**src/core/sar_adc_defines.vh**
```
// Constants for the 8-bit successive-approximation converter control logic
`ifndef SAR_ADC_DEFINES_VH
`define SAR_ADC_DEFINES_VH

// Register offsets on the plain register port
`define CONV_CONTROL_ADDR     3'h0
`define CONV_RESULT_ADDR      3'h1
`define PERIPH_FLAGS_ADDR     3'h2
`define PERIPH_ENABLES_ADDR   3'h3
`define IRQ_CONTROL_ADDR      3'h4

// Control register field positions
`define CLK_SEL_MSB           7
`define CLK_SEL_LSB           5
`define CHAN_SEL_MSB          4
`define CHAN_SEL_LSB          2
`define GO_BIT                1
`define ON_BIT                0

// Flag, enable and interrupt control bit positions
`define DONE_BIT              6
`define GLOBAL_EN_BIT         7
`define PERIPH_MASTER_EN_BIT  6

// Reset values
`define CONV_CONTROL_RST      8'h00
`define CONV_RESULT_RST       8'h00
`define REG_BIT_RST           1'b0
`define CLK_SEL_RST           3'h0
`define CHAN_SEL_RST          3'h0

// Clock select codes; low bits 11 select the dedicated RC clock
`define CLK_DIV2              3'b000
`define CLK_DIV4              3'b100
`define CLK_DIV8              3'b001
`define CLK_DIV16             3'b101
`define CLK_DIV32             3'b010
`define CLK_DIV64             3'b110
`define CLK_RC_LOW            2'b11

// System clocks per half bit period for each divided setting
`define HALF_DIV2             6'h01
`define HALF_DIV4             6'h02
`define HALF_DIV8             6'h04
`define HALF_DIV16            6'h08
`define HALF_DIV32            6'h10
`define HALF_DIV64            6'h20

// Channel select codes
`define CHAN_PIN0             3'b000
`define CHAN_PIN1             3'b001
`define CHAN_PIN2             3'b010
`define CHAN_TEMP             3'b110
`define CHAN_FIXED_REF        3'b111

// One conversion lasts 9.5 bit periods, counted as 19 half periods
`define HALF_PERIODS_PER_CONV 5'h13
`define LAST_HALF_INDEX       5'h12
`define BIT_HALF_PERIODS      5'h10

`endif

```
**src/core/conv_clock_divider.v**
```verilog
// Half bit period enable generator from system clock or dedicated RC clock
`timescale 1ns/100ps
`include "sar_adc_defines.vh"

module conv_clock_divider
(
   input  wire       ref_clk_i,   // System clock
   input  wire       rst_i,       // Synchronous reset, active high
   input  wire       run_i,       // Count while high, restart when low
   input  wire [2:0] clk_sel_i,   // Conversion clock select
   input  wire       rc_tick_i,   // One pulse per RC clock half period
   output reg        half_tick_o  // One-cycle pulse per half bit period
);

   reg  [5:0] half_len;
   reg  [5:0] cnt_q;
   wire       rc_sel;

   assign rc_sel = (clk_sel_i[1:0] == `CLK_RC_LOW);

   // Half period length, in system clocks, for each divided setting
   always @*
   begin
      case (clk_sel_i)
         `CLK_DIV2  : half_len = `HALF_DIV2;
         `CLK_DIV4  : half_len = `HALF_DIV4;
         `CLK_DIV8  : half_len = `HALF_DIV8;
         `CLK_DIV16 : half_len = `HALF_DIV16;
         `CLK_DIV32 : half_len = `HALF_DIV32;
         `CLK_DIV64 : half_len = `HALF_DIV64;
         default    : half_len = `HALF_DIV2;
      endcase
   end

   // Divided settings count system clocks, so the rate follows the system clock
   always @(posedge ref_clk_i)
   begin
      if (rst_i || !run_i)
      begin
         cnt_q       <= 6'h00;
         half_tick_o <= 1'b0;
      end
      else if (rc_sel)
      begin
         cnt_q       <= 6'h00;
         half_tick_o <= rc_tick_i;
      end
      else if (cnt_q == half_len - 6'h01)
      begin
         cnt_q       <= 6'h00;
         half_tick_o <= 1'b1;
      end
      else
      begin
         cnt_q       <= cnt_q + 6'h01;
         half_tick_o <= 1'b0;
      end
   end

endmodule // conv_clock_divider

```
**src/core/sar_bit_engine.v**
```verilog
// Successive-approximation trial register with partial result fill
`timescale 1ns/100ps

module sar_bit_engine #(
   parameter WIDTH = 8
)
(
   input  wire             ref_clk_i,  // System clock
   input  wire             rst_i,      // Synchronous reset, active high
   input  wire             start_i,    // Clear trial state for a new conversion
   input  wire             trial_i,    // Set the trial bit at idx_i
   input  wire             resolve_i,  // Keep or drop the bit at idx_i
   input  wire [2:0]       idx_i,      // Bit under test
   input  wire             comp_i,     // Comparator: input at or above DAC
   output reg  [WIDTH-1:0] code_o,     // DAC trial code
   output wire [WIDTH-1:0] partial_o   // Result with unresolved bits filled
);

   reg [WIDTH-1:0] done_mask_q;
   reg             last_bit_q;

   // Trial and resolve steps; bits are tested from the top down
   always @(posedge ref_clk_i)
   begin
      if (rst_i || start_i)
      begin
         code_o      <= {WIDTH{1'b0}};
         done_mask_q <= {WIDTH{1'b0}};
         last_bit_q  <= 1'b0;
      end
      else if (trial_i)
      begin
         code_o[idx_i] <= 1'b1;
      end
      else if (resolve_i)
      begin
         code_o[idx_i]      <= comp_i;
         done_mask_q[idx_i] <= 1'b1;
         last_bit_q         <= comp_i;
      end
   end

   // Unresolved bits copy the last bit resolved
   genvar b;
   generate
      for (b = 0; b < WIDTH; b = b + 1)
      begin : g_fill
         assign partial_o[b] = done_mask_q[b] ? code_o[b] : last_bit_q;
      end
   endgenerate

endmodule // sar_bit_engine

```
**src/core/sar_adc_sequencer_8bit.v**
```verilog
// Control logic of the 8-bit successive-approximation converter
// Function
// - Route exactly the selected input to the single sample-and-hold stage.
// - Conversion reference is the supply only; fixed reference is input only.
// - Clock select codes map to divide ratios; codes ending 11 pick RC clock.
// - A conversion takes 9.5 bit periods, one result bit per period.
// - Divided conversion clocks follow the system clock directly.
// - Done flag sets at every completed conversion, regardless of enable.
// - Done flag is cleared only by software, never by hardware.
// - Interrupt request is done flag and enable; in sleep it wakes.
// - Wake resumes next instruction; vector only with global and peripheral enables.
// - Writing go while converter is on starts a conversion.
// - Completion clears go, sets done flag and loads the result.
// - Clearing go early stops and stores partial result, lower bits filled.
// - Reset restores all registers, switches converter off, ends conversion.
// - RC clock delays start one instruction cycle; only RC converts in sleep.
// - Sleep RC conversion wakes if enabled, else powers down, on bit kept.
// - Sleep with divided clock aborts and powers down, on bit kept.
// - Channel codes 000-010 pins, 110 temperature, 111 fixed reference.
// - An early stop by software does not set the done flag.
// - Control holds clock select 7:5, channel 4:2, go 1, on 0.
`timescale 1ns/100ps
`include "sar_adc_defines.vh"

module sar_adc_sequencer_8bit #(
   parameter RES_WIDTH = 8
)
(
   input  wire                 ref_clk_i,     // 40 MHz system clock
   input  wire                 rst_i,         // Synchronous reset, active high
   input  wire [2:0]           addr_i,        // Register address
   input  wire [7:0]           wr_data_i,     // Register write data
   input  wire                 wr_i,          // Write strobe
   input  wire                 rd_i,          // Read strobe
   output reg  [7:0]           rd_data_o,     // Read data, cycle after strobe
   input  wire                 comp_i,        // Comparator: input at or above DAC
   input  wire                 rc_tick_i,     // RC clock half period pulse
   input  wire                 instr_tick_i,  // Instruction cycle pulse
   input  wire                 sleep_exec_i,  // Sleep instruction executed pulse
   input  wire                 in_sleep_i,    // Device is asleep
   output reg  [4:0]           chan_onehot_o, // Pin0, pin1, pin2, temp, fixed ref
   output reg                  conv_power_o,  // Analog converter powered
   output reg                  sample_o,      // Sample switch closed
   output reg  [RES_WIDTH-1:0] dac_code_o,    // DAC trial code, spans supply
   output reg                  irq_o,         // Converter interrupt request
   output reg                  wake_o,        // Wake request while asleep
   output reg                  vector_o       // Take the service routine
);

   localparam [2:0] ST_IDLE = 3'b001;
   localparam [2:0] ST_WAIT = 3'b010;
   localparam [2:0] ST_CONV = 3'b100;

   reg  [2:0]           clk_sel_q;
   reg  [2:0]           chan_sel_q;
   reg                  go_q;
   reg                  on_q;
   reg  [RES_WIDTH-1:0] result_q;
   reg                  done_flag_q;
   reg                  done_en_q;
   reg                  global_en_q;
   reg                  periph_master_en_q;
   reg                  sleep_off_q;
   reg  [2:0]           state_q;
   reg  [2:0]           state_d;
   reg  [4:0]           half_cnt_q;
   reg  [7:0]           rd_mux;
   reg  [4:0]           chan_dec;

   wire                 rc_sel;
   wire                 ctl_wr;
   wire                 flag_wr;
   wire                 half_tick;
   wire                 start_now;
   wire                 finish;
   wire                 sw_abort;
   wire                 sleep_abort;
   wire                 go_request;
   wire                 trial;
   wire                 resolve;
   wire [2:0]           bit_idx;
   wire [RES_WIDTH-1:0] code;
   wire [RES_WIDTH-1:0] partial;
   wire                 irq_level;

   assign rc_sel  = (clk_sel_q[1:0] == `CLK_RC_LOW);
   assign ctl_wr  = wr_i && (addr_i == `CONV_CONTROL_ADDR);
   assign flag_wr = wr_i && (addr_i == `PERIPH_FLAGS_ADDR);

   // Go is only taken when the on bit was already set before this write
   assign go_request = ctl_wr && wr_data_i[`GO_BIT] && on_q && !go_q;

   // Software stop: go written low, or on bit dropped, mid conversion
   assign sw_abort = ctl_wr && (state_q != ST_IDLE)
                     && (!wr_data_i[`GO_BIT] || !wr_data_i[`ON_BIT]);

   // Sleep kills a conversion running on a divided system clock
   assign sleep_abort = sleep_exec_i && !rc_sel && (state_q != ST_IDLE);

   // RC clock waits for one more instruction cycle before converting
   assign start_now = (state_q == ST_WAIT) && instr_tick_i;

   // Half period index: even counts set a trial, odd counts resolve it
   assign trial   = (state_q == ST_CONV) && half_tick && (half_cnt_q < `BIT_HALF_PERIODS)
                    && !half_cnt_q[0];
   assign resolve = (state_q == ST_CONV) && half_tick && (half_cnt_q < `BIT_HALF_PERIODS)
                    && half_cnt_q[0];
   assign bit_idx = 3'd7 - half_cnt_q[3:1];
   assign finish  = (state_q == ST_CONV) && half_tick
                    && (half_cnt_q == `LAST_HALF_INDEX);

   assign irq_level = done_flag_q && done_en_q;

   // Conversion clock enables; held in restart outside a conversion
   conv_clock_divider u_divider
   (
      .ref_clk_i   (ref_clk_i),
      .rst_i       (rst_i),
      .run_i       (state_q == ST_CONV),
      .clk_sel_i   (clk_sel_q),
      .rc_tick_i   (rc_tick_i),
      .half_tick_o (half_tick)
   );

   // Trial register; cleared whenever a conversion is launched
   sar_bit_engine #(
      .WIDTH (RES_WIDTH)
   ) u_engine
   (
      .ref_clk_i (ref_clk_i),
      .rst_i     (rst_i),
      .start_i   (go_request || start_now),
      .trial_i   (trial),
      .resolve_i (resolve),
      .idx_i     (bit_idx),
      .comp_i    (comp_i),
      .code_o    (code),
      .partial_o (partial)
   );

   // Sequencer next state
   always @*
   begin
      state_d = state_q;
      case (state_q)
         ST_IDLE :
            if (go_request)
               state_d = rc_sel ? ST_WAIT : ST_CONV;
         ST_WAIT :
            if (sw_abort || sleep_abort)
               state_d = ST_IDLE;
            else if (start_now)
               state_d = ST_CONV;
         ST_CONV :
            if (sw_abort || sleep_abort || finish)
               state_d = ST_IDLE;
         default :
            state_d = ST_IDLE;
      endcase
   end

   // State and half period counter; reset ends any conversion at once
   always @(posedge ref_clk_i)
   begin
      if (rst_i)
      begin
         state_q    <= ST_IDLE;
         half_cnt_q <= 5'h00;
      end
      else
      begin
         state_q <= state_d;
         if (state_d != ST_CONV || state_q != ST_CONV)
            half_cnt_q <= 5'h00;
         else if (half_tick)
            half_cnt_q <= half_cnt_q + 5'h01;
      end
   end

   // Control register fields and the go flag
   always @(posedge ref_clk_i)
   begin
      if (rst_i)
      begin
         clk_sel_q  <= `CLK_SEL_RST;
         chan_sel_q <= `CHAN_SEL_RST;
         go_q       <= `REG_BIT_RST;
         on_q       <= `REG_BIT_RST;
      end
      else
      begin
         if (ctl_wr)
         begin
            clk_sel_q  <= wr_data_i[`CLK_SEL_MSB:`CLK_SEL_LSB];
            chan_sel_q <= wr_data_i[`CHAN_SEL_MSB:`CHAN_SEL_LSB];
            on_q       <= wr_data_i[`ON_BIT];
         end
         // Hardware drop of go beats nothing: the write already asked for it
         if (go_request)
            go_q <= 1'b1;
         else if (finish || sleep_abort || sw_abort)
            go_q <= 1'b0;
         else if (ctl_wr && !wr_data_i[`ON_BIT])
            go_q <= 1'b0;
      end
   end

   // Result register: full result at completion, filled partial on a software stop in ST_CONV
   always @(posedge ref_clk_i)
   begin
      if (rst_i)
         result_q <= `CONV_RESULT_RST;
      else if (finish)
         result_q <= code;
      else if (sw_abort && state_q == ST_CONV)
         result_q <= partial;
      else if (wr_i && addr_i == `CONV_RESULT_ADDR)
         result_q <= wr_data_i[RES_WIDTH-1:0];
   end

   // Done flag: hardware set wins over a software clear in the same cycle
   always @(posedge ref_clk_i)
   begin
      if (rst_i)
         done_flag_q <= `REG_BIT_RST;
      else if (finish)
         done_flag_q <= 1'b1;
      else if (flag_wr)
         done_flag_q <= wr_data_i[`DONE_BIT];
   end

   // Interrupt enables
   always @(posedge ref_clk_i)
   begin
      if (rst_i)
      begin
         done_en_q          <= `REG_BIT_RST;
         global_en_q        <= `REG_BIT_RST;
         periph_master_en_q <= `REG_BIT_RST;
      end
      else
      begin
         if (wr_i && addr_i == `PERIPH_ENABLES_ADDR)
            done_en_q <= wr_data_i[`DONE_BIT];
         if (wr_i && addr_i == `IRQ_CONTROL_ADDR)
         begin
            global_en_q        <= wr_data_i[`GLOBAL_EN_BIT];
            periph_master_en_q <= wr_data_i[`PERIPH_MASTER_EN_BIT];
         end
      end
   end

   // Sleep power-down; the on bit itself stays set, power returns on waking
   always @(posedge ref_clk_i)
   begin
      if (rst_i)
         sleep_off_q <= 1'b0;
      else if (sleep_abort)
         sleep_off_q <= 1'b1;
      else if (finish && in_sleep_i && !done_en_q)
         sleep_off_q <= 1'b1;
      else if (!in_sleep_i)
         sleep_off_q <= 1'b0;
   end

   // Channel decode; reserved codes leave every switch open
   always @*
   begin
      case (chan_sel_q)
         `CHAN_PIN0      : chan_dec = 5'h01;
         `CHAN_PIN1      : chan_dec = 5'h02;
         `CHAN_PIN2      : chan_dec = 5'h04;
         `CHAN_TEMP      : chan_dec = 5'h08;
         `CHAN_FIXED_REF : chan_dec = 5'h10;
         default         : chan_dec = 5'h00;
      endcase
   end

   // Analog-side outputs, all registered
   always @(posedge ref_clk_i)
   begin
      if (rst_i)
      begin
         chan_onehot_o <= 5'h00;
         conv_power_o  <= 1'b0;
         sample_o      <= 1'b0;
         dac_code_o    <= {RES_WIDTH{1'b0}};
      end
      else
      begin
         chan_onehot_o <= chan_dec;
         conv_power_o  <= on_q && !sleep_off_q;
         // Hold opens on the first half period of a conversion
         sample_o      <= on_q && !sleep_off_q && chan_dec != 5'h00
                          && (state_q != ST_CONV);
         // The DAC ladder spans ground to supply; the fixed reference is never the top.
         // It mirrors the trial register, so a trial is on the ladder by the next tick.
         if (go_request || start_now)
            dac_code_o <= {RES_WIDTH{1'b0}};
         else if (trial)
            dac_code_o[bit_idx] <= 1'b1;
         else if (resolve)
            dac_code_o[bit_idx] <= comp_i;
      end
   end

   // Interrupt, wake and vector requests
   always @(posedge ref_clk_i)
   begin
      if (rst_i)
      begin
         irq_o    <= 1'b0;
         wake_o   <= 1'b0;
         vector_o <= 1'b0;
      end
      else
      begin
         irq_o    <= irq_level;
         wake_o   <= irq_level && in_sleep_i;
         vector_o <= irq_level && global_en_q && periph_master_en_q;
      end
   end

   // Read multiplexer; unmapped addresses read as zero
   always @*
   begin
      rd_mux = 8'h00;
      case (addr_i)
         `CONV_CONTROL_ADDR   : rd_mux = {clk_sel_q, chan_sel_q, go_q, on_q};
         `CONV_RESULT_ADDR    : rd_mux = result_q;
         `PERIPH_FLAGS_ADDR   : rd_mux[`DONE_BIT] = done_flag_q;
         `PERIPH_ENABLES_ADDR : rd_mux[`DONE_BIT] = done_en_q;
         `IRQ_CONTROL_ADDR    :
         begin
            rd_mux[`GLOBAL_EN_BIT]        = global_en_q;
            rd_mux[`PERIPH_MASTER_EN_BIT] = periph_master_en_q;
         end
         default              : rd_mux = 8'h00;
      endcase
   end

   // Read data stand for one cycle after the strobe, zero otherwise
   always @(posedge ref_clk_i)
   begin
      if (rst_i)
         rd_data_o <= 8'h00;
      else
         rd_data_o <= rd_i ? rd_mux : 8'h00;
   end

endmodule // sar_adc_sequencer_8bit

```
**config.mk**
```make
export PLATFORM = sky130hd
export DESIGN_NAME = sar_adc_sequencer_8bit
export DESIGN_NICKNAME = d
export VERILOG_FILES = /design/src/core/conv_clock_divider.v /design/src/core/sar_bit_engine.v /design/src/core/sar_adc_sequencer_8bit.v
export VERILOG_INCLUDE_DIRS = /design/src /design/src/core
export SDC_FILE = /design/constraint.sdc
export NUM_CORES = 1
export LEC_CHECK = 0
export ABC_CLOCK_PERIOD_IN_PS = 2780
export BUFFER_PORTS_ARGS = -buffer_cell sky130_fd_sc_hd__buf_2
export CAP_MARGIN = 10
export CORE_MARGIN = 4
export CORE_UTILIZATION = 58
export CTS_CLUSTER_SIZE = 20
export DETAILED_ROUTE_END_ITERATION = 10
export PLACE_DENSITY_LB_ADDON = 0.08
export SYNTH_ARGS = -nofsm -noshare
export SYNTH_HDL_FRONTEND = slang
export SYNTH_SLANG_ARGS = --single-unit
```
**constraint.sdc**
```tcl
create_clock -name ref_clk_i -period 2.78 [get_ports ref_clk_i]
set_input_delay 0 -clock ref_clk_i [delete_from_list [all_inputs] [get_ports ref_clk_i]]
set_output_delay 0 -clock ref_clk_i [all_outputs]
set_load 0.05 [all_outputs]
```
## After elaboration in Yosys (flattened, before gate mapping)

Cells that the tools add are included.

| cells by class | value |
|---|---|
| $lt $le $gt $ge | 3 |
| divide/modulo/power cells | 0 |
| reduce and logical (&&, ||, !) cells | 59 |
| shift operators | 0 |
| muxes and demuxes | 40 |
| add/subtract/negate cells | 4 |
| bitwise operators | 5 |
| equality and inequality tests | 23 |
| $mul | 0 |

Operator list:

| operator | count |
|---|---|
| $mux W8 | 7 |
| $logic_and A1 B1 Y1 | 30 |
| $pmux W6 S5 | 1 |
| $pmux W5 S5 | 1 |
| $or A8 B8 Y8 | 3 |
| $eq A3 B3 Y1 const B | 7 |
| $mux W1 | 19 |
| $bwmux W8 | 2 |
| $eq A3 B2 Y1 const B | 5 |
| $mux W3 | 5 |
| $eq A3 B1 Y1 const B | 4 |
| $pmux W6 S2 | 1 |
| $logic_or A1 B1 Y1 | 9 |
| $pmux W3 S3 | 1 |
| $logic_not A1 Y1 | 8 |
| $add A6 B1 Y6 const B | 1 |
| $eq A6 B6 Y1 | 1 |
| $logic_not A3 Y1 | 2 |
| $ne A3 B1 Y1 const B | 2 |
| $ne A3 B3 Y1 const B | 2 |
| $reduce_bool A3 Y1 | 2 |
| $reduce_or A2 Y1 | 3 |
| $sub A6 B1 Y6 const B | 1 |
| $add A5 B1 Y5 const B | 1 |
| other kinds (14) | 16 |

| storage, ports and cells | value |
|---|---|
| word-level logic and storage cells | 159 |
| memories | 0 |
| bits of input ports | 20 |
| flip-flop bits (word level) | 79 |
| bits in latches | 0 |
| memory bits (read-only) | 0 |
| output and inout bits | 26 |
| RAM bits | 0 |

## Logic depth before layout (Yosys ltp)

Gate-level depths: netlist of run 1.

| depth | value |
|---|---|
| word-level depth | 11 |
| gate-level depth with buffers | 8 |
| depth with buffers taken out | 7 |

## Cells and area by module

Synthesis of run 1 repeated with hierarchy kept, for this count alone.

| unflattened totals | value |
|---|---|
| cell total of the unflattened synthesis | 418 |
| area total of the unflattened synthesis | 3773.6 µm² |

Modules (own cells, without submodules):

| module | instances | area each (µm²) | seq. area each (µm²) | cells each |
|---|---|---|---|---|
| sar_adc_sequencer_8bit | 1 | 2518.7 | 1101.1 | 291 |
| sar_bit_engine | 1 | 799.5 | 340.3 | 76 |
| conv_clock_divider | 1 | 455.4 | 140.1 | 51 |

## Worst setup path before layout of run 1

No wires, ideal clock.

| path | value |
|---|---|
| path kind | flip-flop to flip-flop |
| from | register clk_sel_q[0] |
| to | register u_divider.cnt_q[2] |
| path slack | 709 ps |
| data arrival time | 1932 ps |
| stages on the path, launching flop included | 8 |
| buffers on the path | 0 |
| clock period less this slack | 2071 ps |
| library setup time | 139 ps |
| required time | 2641 ps |
| cell sequence | dfxtp_1 > inv_1 > ha_1 > a21boi_0 > o21ai_0 > xnor2_1 > o31ai_1 > nor2_1 |

| between the ends | value |
|---|---|
| word-level cells in the longest chain between the ends | 5 |
| elaborated cells between the ends (all ways) | 10 |
| those cells by class | add/sub: 1; eq/ne: 7; mux: 1; reduce/logical: 1 |

Ends and longest elaborated chain:

| element | line | source |
|---|---|---|
| from (decl) | sar_adc_sequencer_8bit.v:54 | `reg [2:0] clk_sel_q;` |
| from (signal assigned) | sar_adc_sequencer_8bit.v:185 | `` clk_sel_q <= `CLK_SEL_RST; `` |
| from (signal assigned) | sar_adc_sequencer_8bit.v:194 | `` clk_sel_q <= wr_data_i[`CLK_SEL_MSB:`CLK_SEL_LSB]; `` |
| $eq A3 B3 Y1 (tied with other cells) | conv_clock_divider.v:24 | `case (clk_sel_i)` |
| $pmux W6 S5 | conv_clock_divider.v:24 |  |
| $sub A6 B1 Y6 | conv_clock_divider.v:48 | `else if (cnt_q == half_len - 6'h01)` |
| $eq A6 B6 Y1 | conv_clock_divider.v:48 |  |
| $reduce_or A3 Y1 (no line) (*) | - |  |
| to (signal assigned) | conv_clock_divider.v:55 | `cnt_q <= cnt_q + 6'h01;` |
| to (decl) | conv_clock_divider.v:16 | `reg [5:0] cnt_q;` |

Mark *: on every way between the ends. The rest lies on a longest branch, timed or not.
A chain may end at the register's enable or synchronous reset.

## Worst setup path in the final report of run 1

| path | value |
|---|---|
| from | register clk_sel_q[1] |
| to | register u_divider.cnt_q[3] |

The elaborated chain is that of the path after synthesis.

==> results of run 1 <==
-- layer usage --
layer | global-route usage [%] | share of wire, %
met3 | 6.21 | 5.5
met1 | 29.4 | 47
met2 | 36.8 | 46
met5 | 0 | 0
met4 | 7.67 | 1.6
-- what timing repair did --
item	in CTS	in global routing
hold endpoints to repair	17	0
setup buffers	0	0
hold buffers	13	0
-- placed cells by master (no fill, tap or decap), types with 2 or more instances in the layout --
master and n:
sky130_fd_sc_hd__dlygate4sd3_1 13, sky130_fd_sc_hd__nor3_1 7, sky130_fd_sc_hd__o21ai_0 15, sky130_fd_sc_hd__o221a_2 15, sky130_fd_sc_hd__or4b_2 2, sky130_fd_sc_hd__and2_1 4, sky130_fd_sc_hd__buf_4 8, sky130_fd_sc_hd__clkbuf_8 9
sky130_fd_sc_hd__nand4b_1 2, sky130_fd_sc_hd__nor3b_1 4, sky130_fd_sc_hd__inv_1 18, sky130_fd_sc_hd__nand4_1 2, sky130_fd_sc_hd__or2_2 4, sky130_fd_sc_hd__or3b_2 2, sky130_fd_sc_hd__nor4bb_1 4, sky130_fd_sc_hd__nor2b_1 4
sky130_fd_sc_hd__nand3_1 6, sky130_fd_sc_hd__a21oi_1 36, sky130_fd_sc_hd__nand3b_1 4, sky130_fd_sc_hd__nor2_1 44, sky130_fd_sc_hd__buf_2 45, sky130_fd_sc_hd__mux2i_1 12, sky130_fd_sc_hd__clkbuf_1 2, sky130_fd_sc_hd__ha_1 8
sky130_fd_sc_hd__a41oi_1 2, sky130_fd_sc_hd__dfxtp_1 79, sky130_fd_sc_hd__nand2b_1 5, sky130_fd_sc_hd__o311ai_0 7, sky130_fd_sc_hd__xnor2_1 8, sky130_fd_sc_hd__nor4_1 4, sky130_fd_sc_hd__xor2_1 6, sky130_fd_sc_hd__clkinvlp_4 2
sky130_fd_sc_hd__nor4b_1 2, sky130_fd_sc_hd__nand2_1 38, sky130_fd_sc_hd__nor3_4 2, sky130_fd_sc_hd__o22ai_1 3, sky130_fd_sc_hd__or3_1 5, sky130_fd_sc_hd__and3_1 6
-- final cells by class --
type / instances / share of cell area [%]
Timing Repair Buffer: 66 / 9.74
Inverter: 20 / 1.76
Tap cell: 75 / 2.20
Clock inverter: 5 / 1.38
Sequential cell: 79 / 37.1
Clock buffer: 11 / 3.08
Multi-Input combinational cell: 289 / 44.8
-- worst reg2reg max path, delay by kind of cell, from the launching register on --
family	cells	cell delay (ps)
adders and majority gates	1	310
DFF	1	430
and+or+nand+nor	1	110
buffers and inverters	1	100
xor gates and xnor gates	1	180
AOI/OAI and AO/OA	3	1220
-- cells in the mapped netlist, drive strengths merged, types with 2 or more instances --
cell	n
and2	4
a21oi	36
nand3b	5
dfxtp	79
nand3	6
a41oi	2
nor4	4
nand4	2
mux2i	12
and3	6
o221a	15
nor3	9
or4b	3
ha	8
xor2	6
or2	4
nand4b	2
nor2	45
or3	5
nor2b	4
nor3b	5
clkbuf	15
or3b	3
nor4b	3
nand2b	6
nor4bb	4
inv	19
o21ai	15
buf	10
o22ai	3
xnor2	8
nand2	38
o311ai	8
-- sequential cells by signal, indices dropped and copies added, names as in the netlist, 3 cells and up --
name and count:
u_divider.cnt_q 6, half_cnt_q 5, chan_sel_q 3, dac_code_o 8, u_engine.code_o 8, chan_onehot_o 5
clk_sel_q 3, u_engine.done_mask_q 8, rd_data_o 8, result_q 8, state_q 3
-- cell families after synthesis --
logic type	synth area share [%]
DFF	42.9
buffers and inverters	5.23
xor gates and xnor gates	3.33
and+or+nand+nor	24.2
adders and majority gates	2.72
AOI/OAI and AO/OA	17.5
muxes	4.18
-- where the power goes --
| group | switching (mW) | total, mW | internal, mW |
|---|---|---|---|
| logic | 0.0748 | 0.130 | 0.0556 |
| clock network | 0.416 | 0.831 | 0.415 |
| registers | 0.00654 | 1.15 | 1.14 |
| total | 0.498 | 2.11 | 1.61 |
-- final timing paths --
check	start	cells after the start	slack (ps)	end
min reg2reg	dac_code_o[7]$_SDFFE_PP0P_	2	460	dac_code_o[7]$_SDFFE_PP0P_
max reg2reg	clk_sel_q[1]$_SDFFE_PP0N_	7	300	u_divider.cnt_q[3]$_SDFF_PP0_
min	sleep_exec_i	4	40	sleep_off_q$_SDFFE_PP0P_
max	clk_sel_q[1]$_SDFFE_PP0N_	7	300	u_divider.cnt_q[3]$_SDFF_PP0_
-- metrics by stage --
stage	setup slack [ps]	instances	area (µm²)	power, mW	utilization [%]
floorplan	709	413	3680	1.25	-
global placement	491	516	3950	1.29	65.5
detailed placement	320	516	3950	1.29	65.5
CTS	308	545	4270	2.13	70.8
global route	17.4	545	4270	2.18	70.8
finish	299	545	4270	2.11	70.8
==> results.py, run 1 <==
metrics = {
    "synthesis": {
        "ranking_of_synthesized_cells_by_area": "sky130_fd_sc_hd__dfxtp_1 43%, sky130_fd_sc_hd__a21oi_1 4.9%, sky130_fd_sc_hd__o221a_2 4.6%, sky130_fd_sc_hd__nor2_1 4.5%, sky130_fd_sc_hd__nand2_1 3.9%",
        "synth_edf_count": 0,
        "post-synth-top-area-fraction_pct": 42.9,
        "syn-mean-instance-area_um2": 8.92,
        "synth_seq_area_share_pct": 42.9,
        "yosys_register_bits": 79,
        "synth_fp_nets": 441,
        "ys_types": 64,
        "netlist.top_cell.by_area": "sky130_fd_sc_hd__dfxtp_1",
        "number_of_instances_in_the_synthesized_netlist": 413,
        "synthFlopType": "sky130_fd_sc_hd__dfxtp_1",
        "yosysWarningCount": 0,
        "post_synth_instance_area_um2": 3680,
        "synth_async_sr_flop_share_pct": 0,
    },
    "routing": {
        "remaining_drc_errors": 0,
        "detail_route.wirelength_um": 8210,
        "drtPass1Iterations": 4,
        "drt_first_iter_violations": 214,
        "count_of_nets_left_with_antenna_violations_after_detail_routing": 0,
        "wl_per_cell_um": 15.1,
        "via_per_inst": 5.77,
        "num_vias": 3143,
    },
    "timing": {
        "totalNegativeSetupSlack_ps": 0,
        "fin_skew_ps": 7.16,
        "finalSetupViolations": 0,
        "hold_ws_ps": 36.8,
        "rsz0062_at_grt": "no",
        "f_max_ghz": 0.403,
        "final_min_period_over_clock_period_pct": 89.2,
        "report.final.slew_viol_count": 0,
        "final.min_clock_period_ps": 2480,
        "finalHoldViolations": 0,
        "slew_headroom_pct": 50.8,
        "slew_at_the_pin_closest_to_its_max_slew_limit_ps": 732,
    },
    "floorplanning": {
        "placement_rows": 28,
        "die_width_um": 87.7,
        "coreArea_um2": 6030,
        "initial_utilization_pct": 61.2,
        "die_h_um": 87.7,
        "die_area_um2": 7690,
        "io_pins": 46,
    },
    "cts": {
        "cts.htree.levels": 3,
        "cts_inserted_buffers": 9,
        "cts_root_buffer": "sky130_fd_sc_hd__clkbuf_8",
        "clkSlewWorstSetupHoldPaths_ps": 80,
        "post_cts.resized_instances": 0,
        "cts.path.max_buffers": 2,
        "clock_insertion_delay_worst_skew_ps": 350,
        "cts_tree": "yes",
        "clock_sink_count": 79,
    },
    "finish": {
        "final.fill_count": 496,
        "flow.area_growth_from_synthesis_pct": 15.8,
        "area_of_the_multi_input_gates_um2": 1910,
        "num_antenna_cells": 0,
        "drive_above_1_share_pct": 21.3,
        "layout.nets": 493,
        "seq_area_um2": 1580,
    },
    "critical_path": {
        "crit_path_end_kind": "flop",
        "critPathMaxStageDelay_ps": 650,
        "critical-path-slowest-cell": "sky130_fd_sc_hd__o31ai_1",
        "critPathArrivalTime_ps": 2700,
        "crit_fanout": 6,
        "cpLargestDelayFamily": "compound AO/OA/AOI/OAI gates",
        "cp.required_ps": 3000,
        "worst_setup_path_start_kind": "flop",
        "worst-setup-path-type": "reg -> reg",
        "critPathBufInv": 1,
        "cp_cell_sequence": "inv_1 -> ha_1 -> a21boi_0 -> o21ai_0 -> xnor2_1 -> o31ai_1 -> nor2_1",
    },
    "worst_hold_path": {
        "hold_class": "in -> reg",
    },
    "grt": {
        "globalRouteOverflowTotal": 0,
        "grt_max_degree": 27,
        "grt_antenna_before_repair": 0,
        "number_of_global_route_vias_before_repair": 2854,
        "grtUsageTotal_pct": 22.7,
        "grt_first_pass_wirelength_um": 13700,
    },
    "placement": {
        "place.detailed.hpwl_um": 5730,
        "port_buffers": 45,
        "gpl.final_weighted_congestion": 0.908,
    },
    "status": {
        "run_status": "finished clean",
    },
    "run": {
        "maxCapViolations": 0,
    },
    "power_and_ir_drop": {
        "power.static_leakage_nw": 1.64,
        "worst_vdd_ir_uv": 376,
        "pwr_density_cell_nw_per_um2": 494,
    },
}
No activity file was read; power rests on OpenSTA's default activity.
==> inputs of run 2 (changes only) <==
--- a/config.mk
+++ b/config.mk
@@ -6,14 +6,16 @@
 export SDC_FILE = /design/constraint.sdc
 export NUM_CORES = 1
 export LEC_CHECK = 0
-export ABC_CLOCK_PERIOD_IN_PS = 2780
+export ABC_CLOCK_PERIOD_IN_PS = 2400
 export BUFFER_PORTS_ARGS = -buffer_cell sky130_fd_sc_hd__buf_2
 export CAP_MARGIN = 10
 export CORE_MARGIN = 4
 export CORE_UTILIZATION = 58
+export CTS_BUF_LIST = sky130_fd_sc_hd__clkbuf_8 sky130_fd_sc_hd__clkbuf_16
 export CTS_CLUSTER_SIZE = 20
 export DETAILED_ROUTE_END_ITERATION = 10
 export PLACE_DENSITY_LB_ADDON = 0.08
+export RECOVER_POWER = 50
 export SYNTH_ARGS = -nofsm -noshare
 export SYNTH_HDL_FRONTEND = slang
 export SYNTH_SLANG_ARGS = --single-unit
==> constraint.sdc (replaced) <==
create_clock -name ref_clk_i -period 2.4 [get_ports ref_clk_i]
set_input_delay 0 -clock ref_clk_i [delete_from_list [all_inputs] [get_ports ref_clk_i]]
set_output_delay 0 -clock ref_clk_i [all_outputs]
set_load 0.05 [all_outputs]
==> run 2 against run 1 <==
Non-clock buffer count is 7 higher. Total power is 13% higher. Combinational power is 17% higher. Sequential power is 16% higher. Via count hardly changed. Hold slack worse by 2.3 ps. Sequential cell count stayed put. Clock power is 8.1% higher. Global-route usage is 0.20 points higher. Critical endpoint is now result_q[5]$_SDFFE_PP0P_. Highest routed layer unchanged.
==> results.py, run 2 (synthesized netlist as in run 1, its figures left out) <==
metrics = {
    "routing": {
        "count_of_nets_left_with_antenna_violations_after_detail_routing": 0,
        "drtPass1Iterations": 4,
        "drt_first_iter_violations": 182,
        "remaining_drc_errors": 0,
        "detail_route.wirelength_um": 8390,
        "wl_per_cell_um": 15.2,
        "via_per_inst": 5.69,
        "num_vias": 3141,
    },
    "floorplanning": {
        "coreArea_um2": 6030,
        "die_h_um": 87.7,
        "placement_rows": 28,
        "die_area_um2": 7690,
        "die_width_um": 87.7,
        "io_pins": 46,
        "initial_utilization_pct": 61.2,
    },
    "finish": {
        "final_common_cell": "sky130_fd_sc_hd__dfxtp_1",
        "drive_above_1_share_pct": 17.0,
        "finish.utilization_pct": 71.2,
        "most_used_cells_in_the_layout_excluding_fill_and_tap_cells": "79 x sky130_fd_sc_hd__dfxtp_1, 44 x sky130_fd_sc_hd__nor2_1, 38 x sky130_fd_sc_hd__nand2_1",
        "final_area_um2": 4290,
        "num_antenna_cells": 0,
        "filler_free_cell_count_of_the_finished_design": 552,
        "layout.nets": 500,
        "flow.area_growth_from_synthesis_pct": 16.4,
        "final.fill_count": 491,
    },
    "critical_path": {
        "reg2reg_from": "clk_sel_q[0]$_SDFFE_PP0N_",
        "critical_path.startpoint": "addr_i[2]",
        "worstRegToRegCells": 8,
        "crit_path_end_kind": "flop",
        "worst_setup_path_start_kind": "input port",
        "worst-setup-path-type": "in -> reg",
        "cp_cell_sequence": "dlygate4sd3_1 -> buf_2 -> or4b_1 -> clkbuf_1 -> nor4_1 -> o21ai_0 -> o311ai_0 -> o22ai_1",
        "crit_fanout": 11,
        "crit_path_cell_count": 8,
        "cp.required_ps": 2640,
        "critPathArrivalTime_ps": 2460,
        "critPathMaxStageDelay_ps": 730,
        "critPathBufInv": 3,
        "cpLargestDelayFamily": "buffers and inverters",
        "critical-path-slowest-cell": "sky130_fd_sc_hd__or4b_1",
    },
    "timing": {
        "totalNegativeSetupSlack_ps": 0,
        "post-route-worst-setup-slack_ps": 175,
        "final.min_clock_period_ps": 2220,
        "slew_at_the_pin_closest_to_its_max_slew_limit_ps": 603,
        "finalHoldViolations": 0,
        "finalSetupViolations": 0,
        "report.final.slew_viol_count": 0,
        "final_min_period_over_clock_period_pct": 92.7,
        "slew_headroom_pct": 60.0,
        "rsz0062_at_grt": "no",
        "f_max_ghz": 0.449,
        "fin_skew_ps": 8.84,
        "hold_ws_ps": 34.6,
    },
    "cts": {
        "post_cts.resized_instances": 0,
        "cts.htree.levels": 3,
        "clkSlewWorstSetupHoldPaths_ps": 80,
        "clock_insertion_delay_worst_skew_ps": 360,
        "cts_root_buffer": "sky130_fd_sc_hd__clkbuf_8",
        "cts_inserted_buffers": 9,
        "clock_sink_count": 79,
        "hold_buffers": 14,
        "cts_tree": "yes",
        "cts.path.max_buffers": 2,
        "cts_post_setup_buffers_inserted": 0,
    },
    "grt": {
        "grt_max_degree": 27,
        "number_of_global_route_vias_before_repair": 2951,
        "grt_antenna_before_repair": 0,
        "grtUsageTotal_pct": 22.9,
        "globalRouteOverflowTotal": 0,
        "grt_first_pass_wirelength_um": 14000,
    },
    "worst_hold_path": {
        "hold_depth": 4,
        "hold_class": "in -> reg",
        "timing.hold.worst.start": "sleep_exec_i",
    },
    "power_and_ir_drop": {
        "comb_power_share_pct": 6.4,
        "pwr_density_cell_nw_per_um2": 554,
        "p_total_mw": 2.38,
        "net-switching-power_mw": 0.607,
        "power.share.clock_pct": 37.8,
        "power_frac_seq_pct": 55.8,
        "power.static_leakage_nw": 1.56,
        "worst_vdd_ir_uv": 404,
        "power_switching_share_pct": 25.5,
        "power.internal_mw": 1.77,
    },
    "placement": {
        "place.detailed.hpwl_um": 6040,
        "dp_cells": 522,
        "port_buffers": 45,
        "place_ws_ps": 214,
        "gpl.final_weighted_congestion": 0.810,
        "placed_cell_area_um2": 4000,
    },
    "status": {
        "run_status": "finished clean",
    },
    "run": {
        "maxCapViolations": 0,
    },
}
-- run 2: worst min-delay path: cells and delay by family --
family | cells | cell delay [ps]
compound gates | 1 | 50
simple gates | 2 | 210
buf+inv | 1 | 90
-- run 2: power by group through the flow --
stage / combinational [mW] / sequential [mW] / clock, mW
after floorplan: 0.0828 / 1.36 / 0
after global placement: 0.134 / 1.36 / 0
after detailed placement: 0.135 / 1.36 / 0
after CTS: 0.153 / 1.33 / 0.911
after global routing: 0.167 / 1.33 / 0.973
final: 0.152 / 1.33 / 0.898
-- run 2: area by class of cell --
| class | instances | area (µm²) | share of cell area (%) |
|---|---|---|---|
| clock buffers | 9 | 124 | 2.89 |
| clock inverters | 7 | 56.3 | 1.31 |
| inverters | 20 | 75.1 | 1.75 |
| multi-input cells | 289 | 1910 | 44.6 |
| flip-flops and latches | 79 | 1580 | 36.9 |
| well taps | 75 | 93.8 | 2.19 |
| repair buffers | 73 | 447 | 10.4 |
-- run 2: final timing paths --
path	endpoint	slack, ps
worst max-delay path	result_q[5]$_SDFFE_PP0P_	180
worst min-delay path	sleep_off_q$_SDFFE_PP0P_	30
worst max register to register	u_divider.cnt_q[5]$_SDFF_PP0_	190
worst min register to register	dac_code_o[7]$_SDFFE_PP0P_	460
-- run 2: per-layer routing --
layer / global-route usage, % / up-vias / routed length, µm
met5: 0 / - / 0
met4: 11.0 / 0 / 172
met3: 3.01 / 14 / 440
met2: 36.4 / 85 / 3880
met1: 30.8 / 1447 / 3890
li1: - / 1595 / -
==> inputs of run 3 (changes only) <==
--- a/config.mk
+++ b/config.mk
@@ -6,7 +6,7 @@
 export SDC_FILE = /design/constraint.sdc
 export NUM_CORES = 1
 export LEC_CHECK = 0
-export ABC_CLOCK_PERIOD_IN_PS = 2400
+export ABC_CLOCK_PERIOD_IN_PS = 2100
 export BUFFER_PORTS_ARGS = -buffer_cell sky130_fd_sc_hd__buf_2
 export CAP_MARGIN = 10
 export CORE_MARGIN = 4
==> constraint.sdc (replaced) <==
create_clock -name ref_clk_i -period 2.1 [get_ports ref_clk_i]
set_input_delay 0 -clock ref_clk_i [delete_from_list [all_inputs] [get_ports ref_clk_i]]
set_output_delay 0 -clock ref_clk_i [all_outputs]
set_load 0.05 [all_outputs]
==> run 3 against run 2 <==
Sequential power rose by 14%. Final cell count up 1.3%. Register-to-register slack lost 100 ps. First-iteration DRC count did not move. Clock skew is 1.9 ps higher. Core utilization is 1.2 points higher. Non-clock buffer count is 7 higher. Die area unchanged. Clock power up 29%. Sequential share of layout area decreased by 0.60 points. Largest power group unchanged. Highest routed layer unchanged.
==> results.py, run 3 (synthesized netlist as in run 1, its figures left out) <==
metrics = {
    "status": {
        "run_status": "finished clean",
    },
    "grt": {
        "grt_first_pass_wirelength_um": 14600,
        "globalRouteOverflowTotal": 0,
        "number_of_global_route_vias_before_repair": 3070,
        "grt_antenna_before_repair": 0,
        "grt_max_degree": 27,
        "grtUsageTotal_pct": 23.8,
    },
    "finish": {
        "most_used_cells_in_the_layout_excluding_fill_and_tap_cells": "79 x sky130_fd_sc_hd__dfxtp_1, 44 x sky130_fd_sc_hd__nor2_1, 38 x sky130_fd_sc_hd__nand2_1",
        "final_common_cell": "sky130_fd_sc_hd__dfxtp_1",
        "num_antenna_cells": 0,
        "flow.area_growth_from_synthesis_pct": 18.3,
        "layout.nets": 507,
        "filler_free_cell_count_of_the_finished_design": 559,
        "final.fill_count": 498,
        "final_area_um2": 4360,
        "drive_above_1_share_pct": 19.0,
    },
    "timing": {
        "final_min_period_over_clock_period_pct": 95.7,
        "hold_ws_ps": 62.0,
        "finalHoldViolations": 0,
        "report.final.slew_viol_count": 0,
        "finalSetupViolations": 0,
        "slew_headroom_pct": 49.8,
        "post-route-worst-setup-slack_ps": 90.0,
        "rsz0062_at_grt": "no",
        "f_max_ghz": 0.498,
        "fin_skew_ps": 10.7,
        "final.min_clock_period_ps": 2010,
        "slew_at_the_pin_closest_to_its_max_slew_limit_ps": 753,
    },
    "cts": {
        "cts.path.max_buffers": 2,
        "cts_post_setup_buffers_inserted": 0,
        "cts_tree": "yes",
        "clock_insertion_delay_worst_skew_ps": 350,
        "cts.htree.levels": 3,
        "clkSlewWorstSetupHoldPaths_ps": 90,
        "cts_root_buffer": "sky130_fd_sc_hd__clkbuf_8",
        "clock_sink_count": 79,
        "cts_inserted_buffers": 9,
    },
    "placement": {
        "port_buffers": 45,
        "dp_cells": 530,
        "placed_cell_area_um2": 4050,
        "gpl.final_weighted_congestion": 0.880,
        "place_ws_ps": -20.0,
        "place.detailed.hpwl_um": 6180,
    },
    "routing": {
        "detail_route.wirelength_um": 8470,
        "remaining_drc_errors": 0,
        "drtPass1Iterations": 4,
        "num_vias": 3164,
        "wl_per_cell_um": 15.2,
        "drt_first_iter_violations": 182,
        "via_per_inst": 5.66,
        "count_of_nets_left_with_antenna_violations_after_detail_routing": 0,
    },
    "power_and_ir_drop": {
        "power_switching_share_pct": 24.6,
        "worst_vdd_ir_uv": 439,
        "power_frac_seq_pct": 53.2,
        "power.internal_mw": 2.15,
        "pwr_density_cell_nw_per_um2": 653,
        "power.static_leakage_nw": 1.60,
        "p_total_mw": 2.85,
        "comb_power_share_pct": 6.2,
        "power.share.clock_pct": 40.6,
        "net-switching-power_mw": 0.701,
    },
    "floorplanning": {
        "initial_utilization_pct": 61.2,
        "io_pins": 46,
        "die_h_um": 87.7,
        "coreArea_um2": 6030,
        "die_width_um": 87.7,
        "placement_rows": 28,
        "die_area_um2": 7690,
    },
    "critical_path": {
        "crit_fanout": 12,
        "critPathMaxStageDelay_ps": 580,
        "critPathArrivalTime_ps": 2240,
        "worst_setup_path_start_kind": "flop",
        "cp.required_ps": 2330,
        "worst-setup-path-type": "reg -> reg",
        "critical-path-slowest-cell": "sky130_fd_sc_hd__or3b_1",
        "cpLargestDelayFamily": "compound AO/OA/AOI/OAI gates",
        "crit_path_end_kind": "flop",
        "crit_path_cell_count": 4,
        "cp_cell_sequence": "or3b_1 -> buf_4 -> o311ai_0 -> o22ai_1",
        "critPathBufInv": 1,
        "worstRegToRegCells": 4,
    },
    "run": {
        "maxCapViolations": 0,
    },
    "worst_hold_path": {
        "hold_class": "in -> reg",
        "hold_depth": 4,
    },
}
run 3: cell types whose count changed in the layout (fill, tap and decap cells not counted), sizes merged:
cell	before	now
clkinv	5	2
buf	32	40
dlygate4sd3	14	13
inv	21	22
clkinvlp	1	2
bufinv	0	1
run 3: timing repair:
item,CTS,global route
endpoints found under the setup margin,7,14
gates cloned,0,0
hold buffers,13,0
hold endpoints to repair,19,0
resized for setup,1,5
run 3: path summary, 6_finish.rpt:
| path | startpoint | to | slack, ps |
|---|---|---|---|
| worst max-delay path | state_q[2]$_SDFF_PP0_ | result_q[5]$_SDFFE_PP0P_ | 90 |
| worst min-delay path | sleep_exec_i | sleep_off_q$_SDFFE_PP0P_ | 60 |
| worst max register to register | state_q[2]$_SDFF_PP0_ | result_q[5]$_SDFFE_PP0P_ | 90 |
| worst min register to register | dac_code_o[7]$_SDFFE_PP0P_ | dac_code_o[7]$_SDFFE_PP0P_ | 460 |
run 3: per-layer routing:
layer	global-route usage, %	up-vias	share of wire, %
met4	10.3	0	2.3
li1	-	1618	-
met1	31.3	1448	47
met5	0	-	0
met3	3.67	20	4.7
met2	38.7	78	46
run 3: through the flow:
step	TNS, ps	utilization [%]
5_1_grt	0	72.3
4_1_cts	0	72.8
2_1_floorplan	0	-
6_report	0	72.3
3_5_place_dp	-31.1	67.2
3_3_place_gp	0	67.2
run 3: power groups by stage:
stage | Clock (mW) | Sequential, mW | Combinational [mW]
2_1_floorplan | 0 | 1.56 | 0.0946
3_3_place_gp | 0 | 1.55 | 0.156
3_5_place_dp | 0 | 1.55 | 0.159
4_1_cts | 1.17 | 1.51 | 0.177
5_1_grt | 1.24 | 1.52 | 0.194
6_report | 1.16 | 1.52 | 0.177
run 3: tightest hold or removal path: stages:
cell and delay [ps]:
sky130_fd_sc_hd__buf_2 90, sky130_fd_sc_hd__nor2b_1 130, sky130_fd_sc_hd__nand2_1 90, sky130_fd_sc_hd__a21oi_1 60
run 3: cell type report:
class	instances	area, µm²	area share, %
Multi-Input combinational cell	289	1920	44.1
Sequential cell	79	1580	36.3
Timing Repair Buffer	80	484	11.1
Clock buffer	9	124	2.84
Tap cell	75	93.8	2.15
Clock inverter	7	80.1	1.84
Inverter	20	75.1	1.72
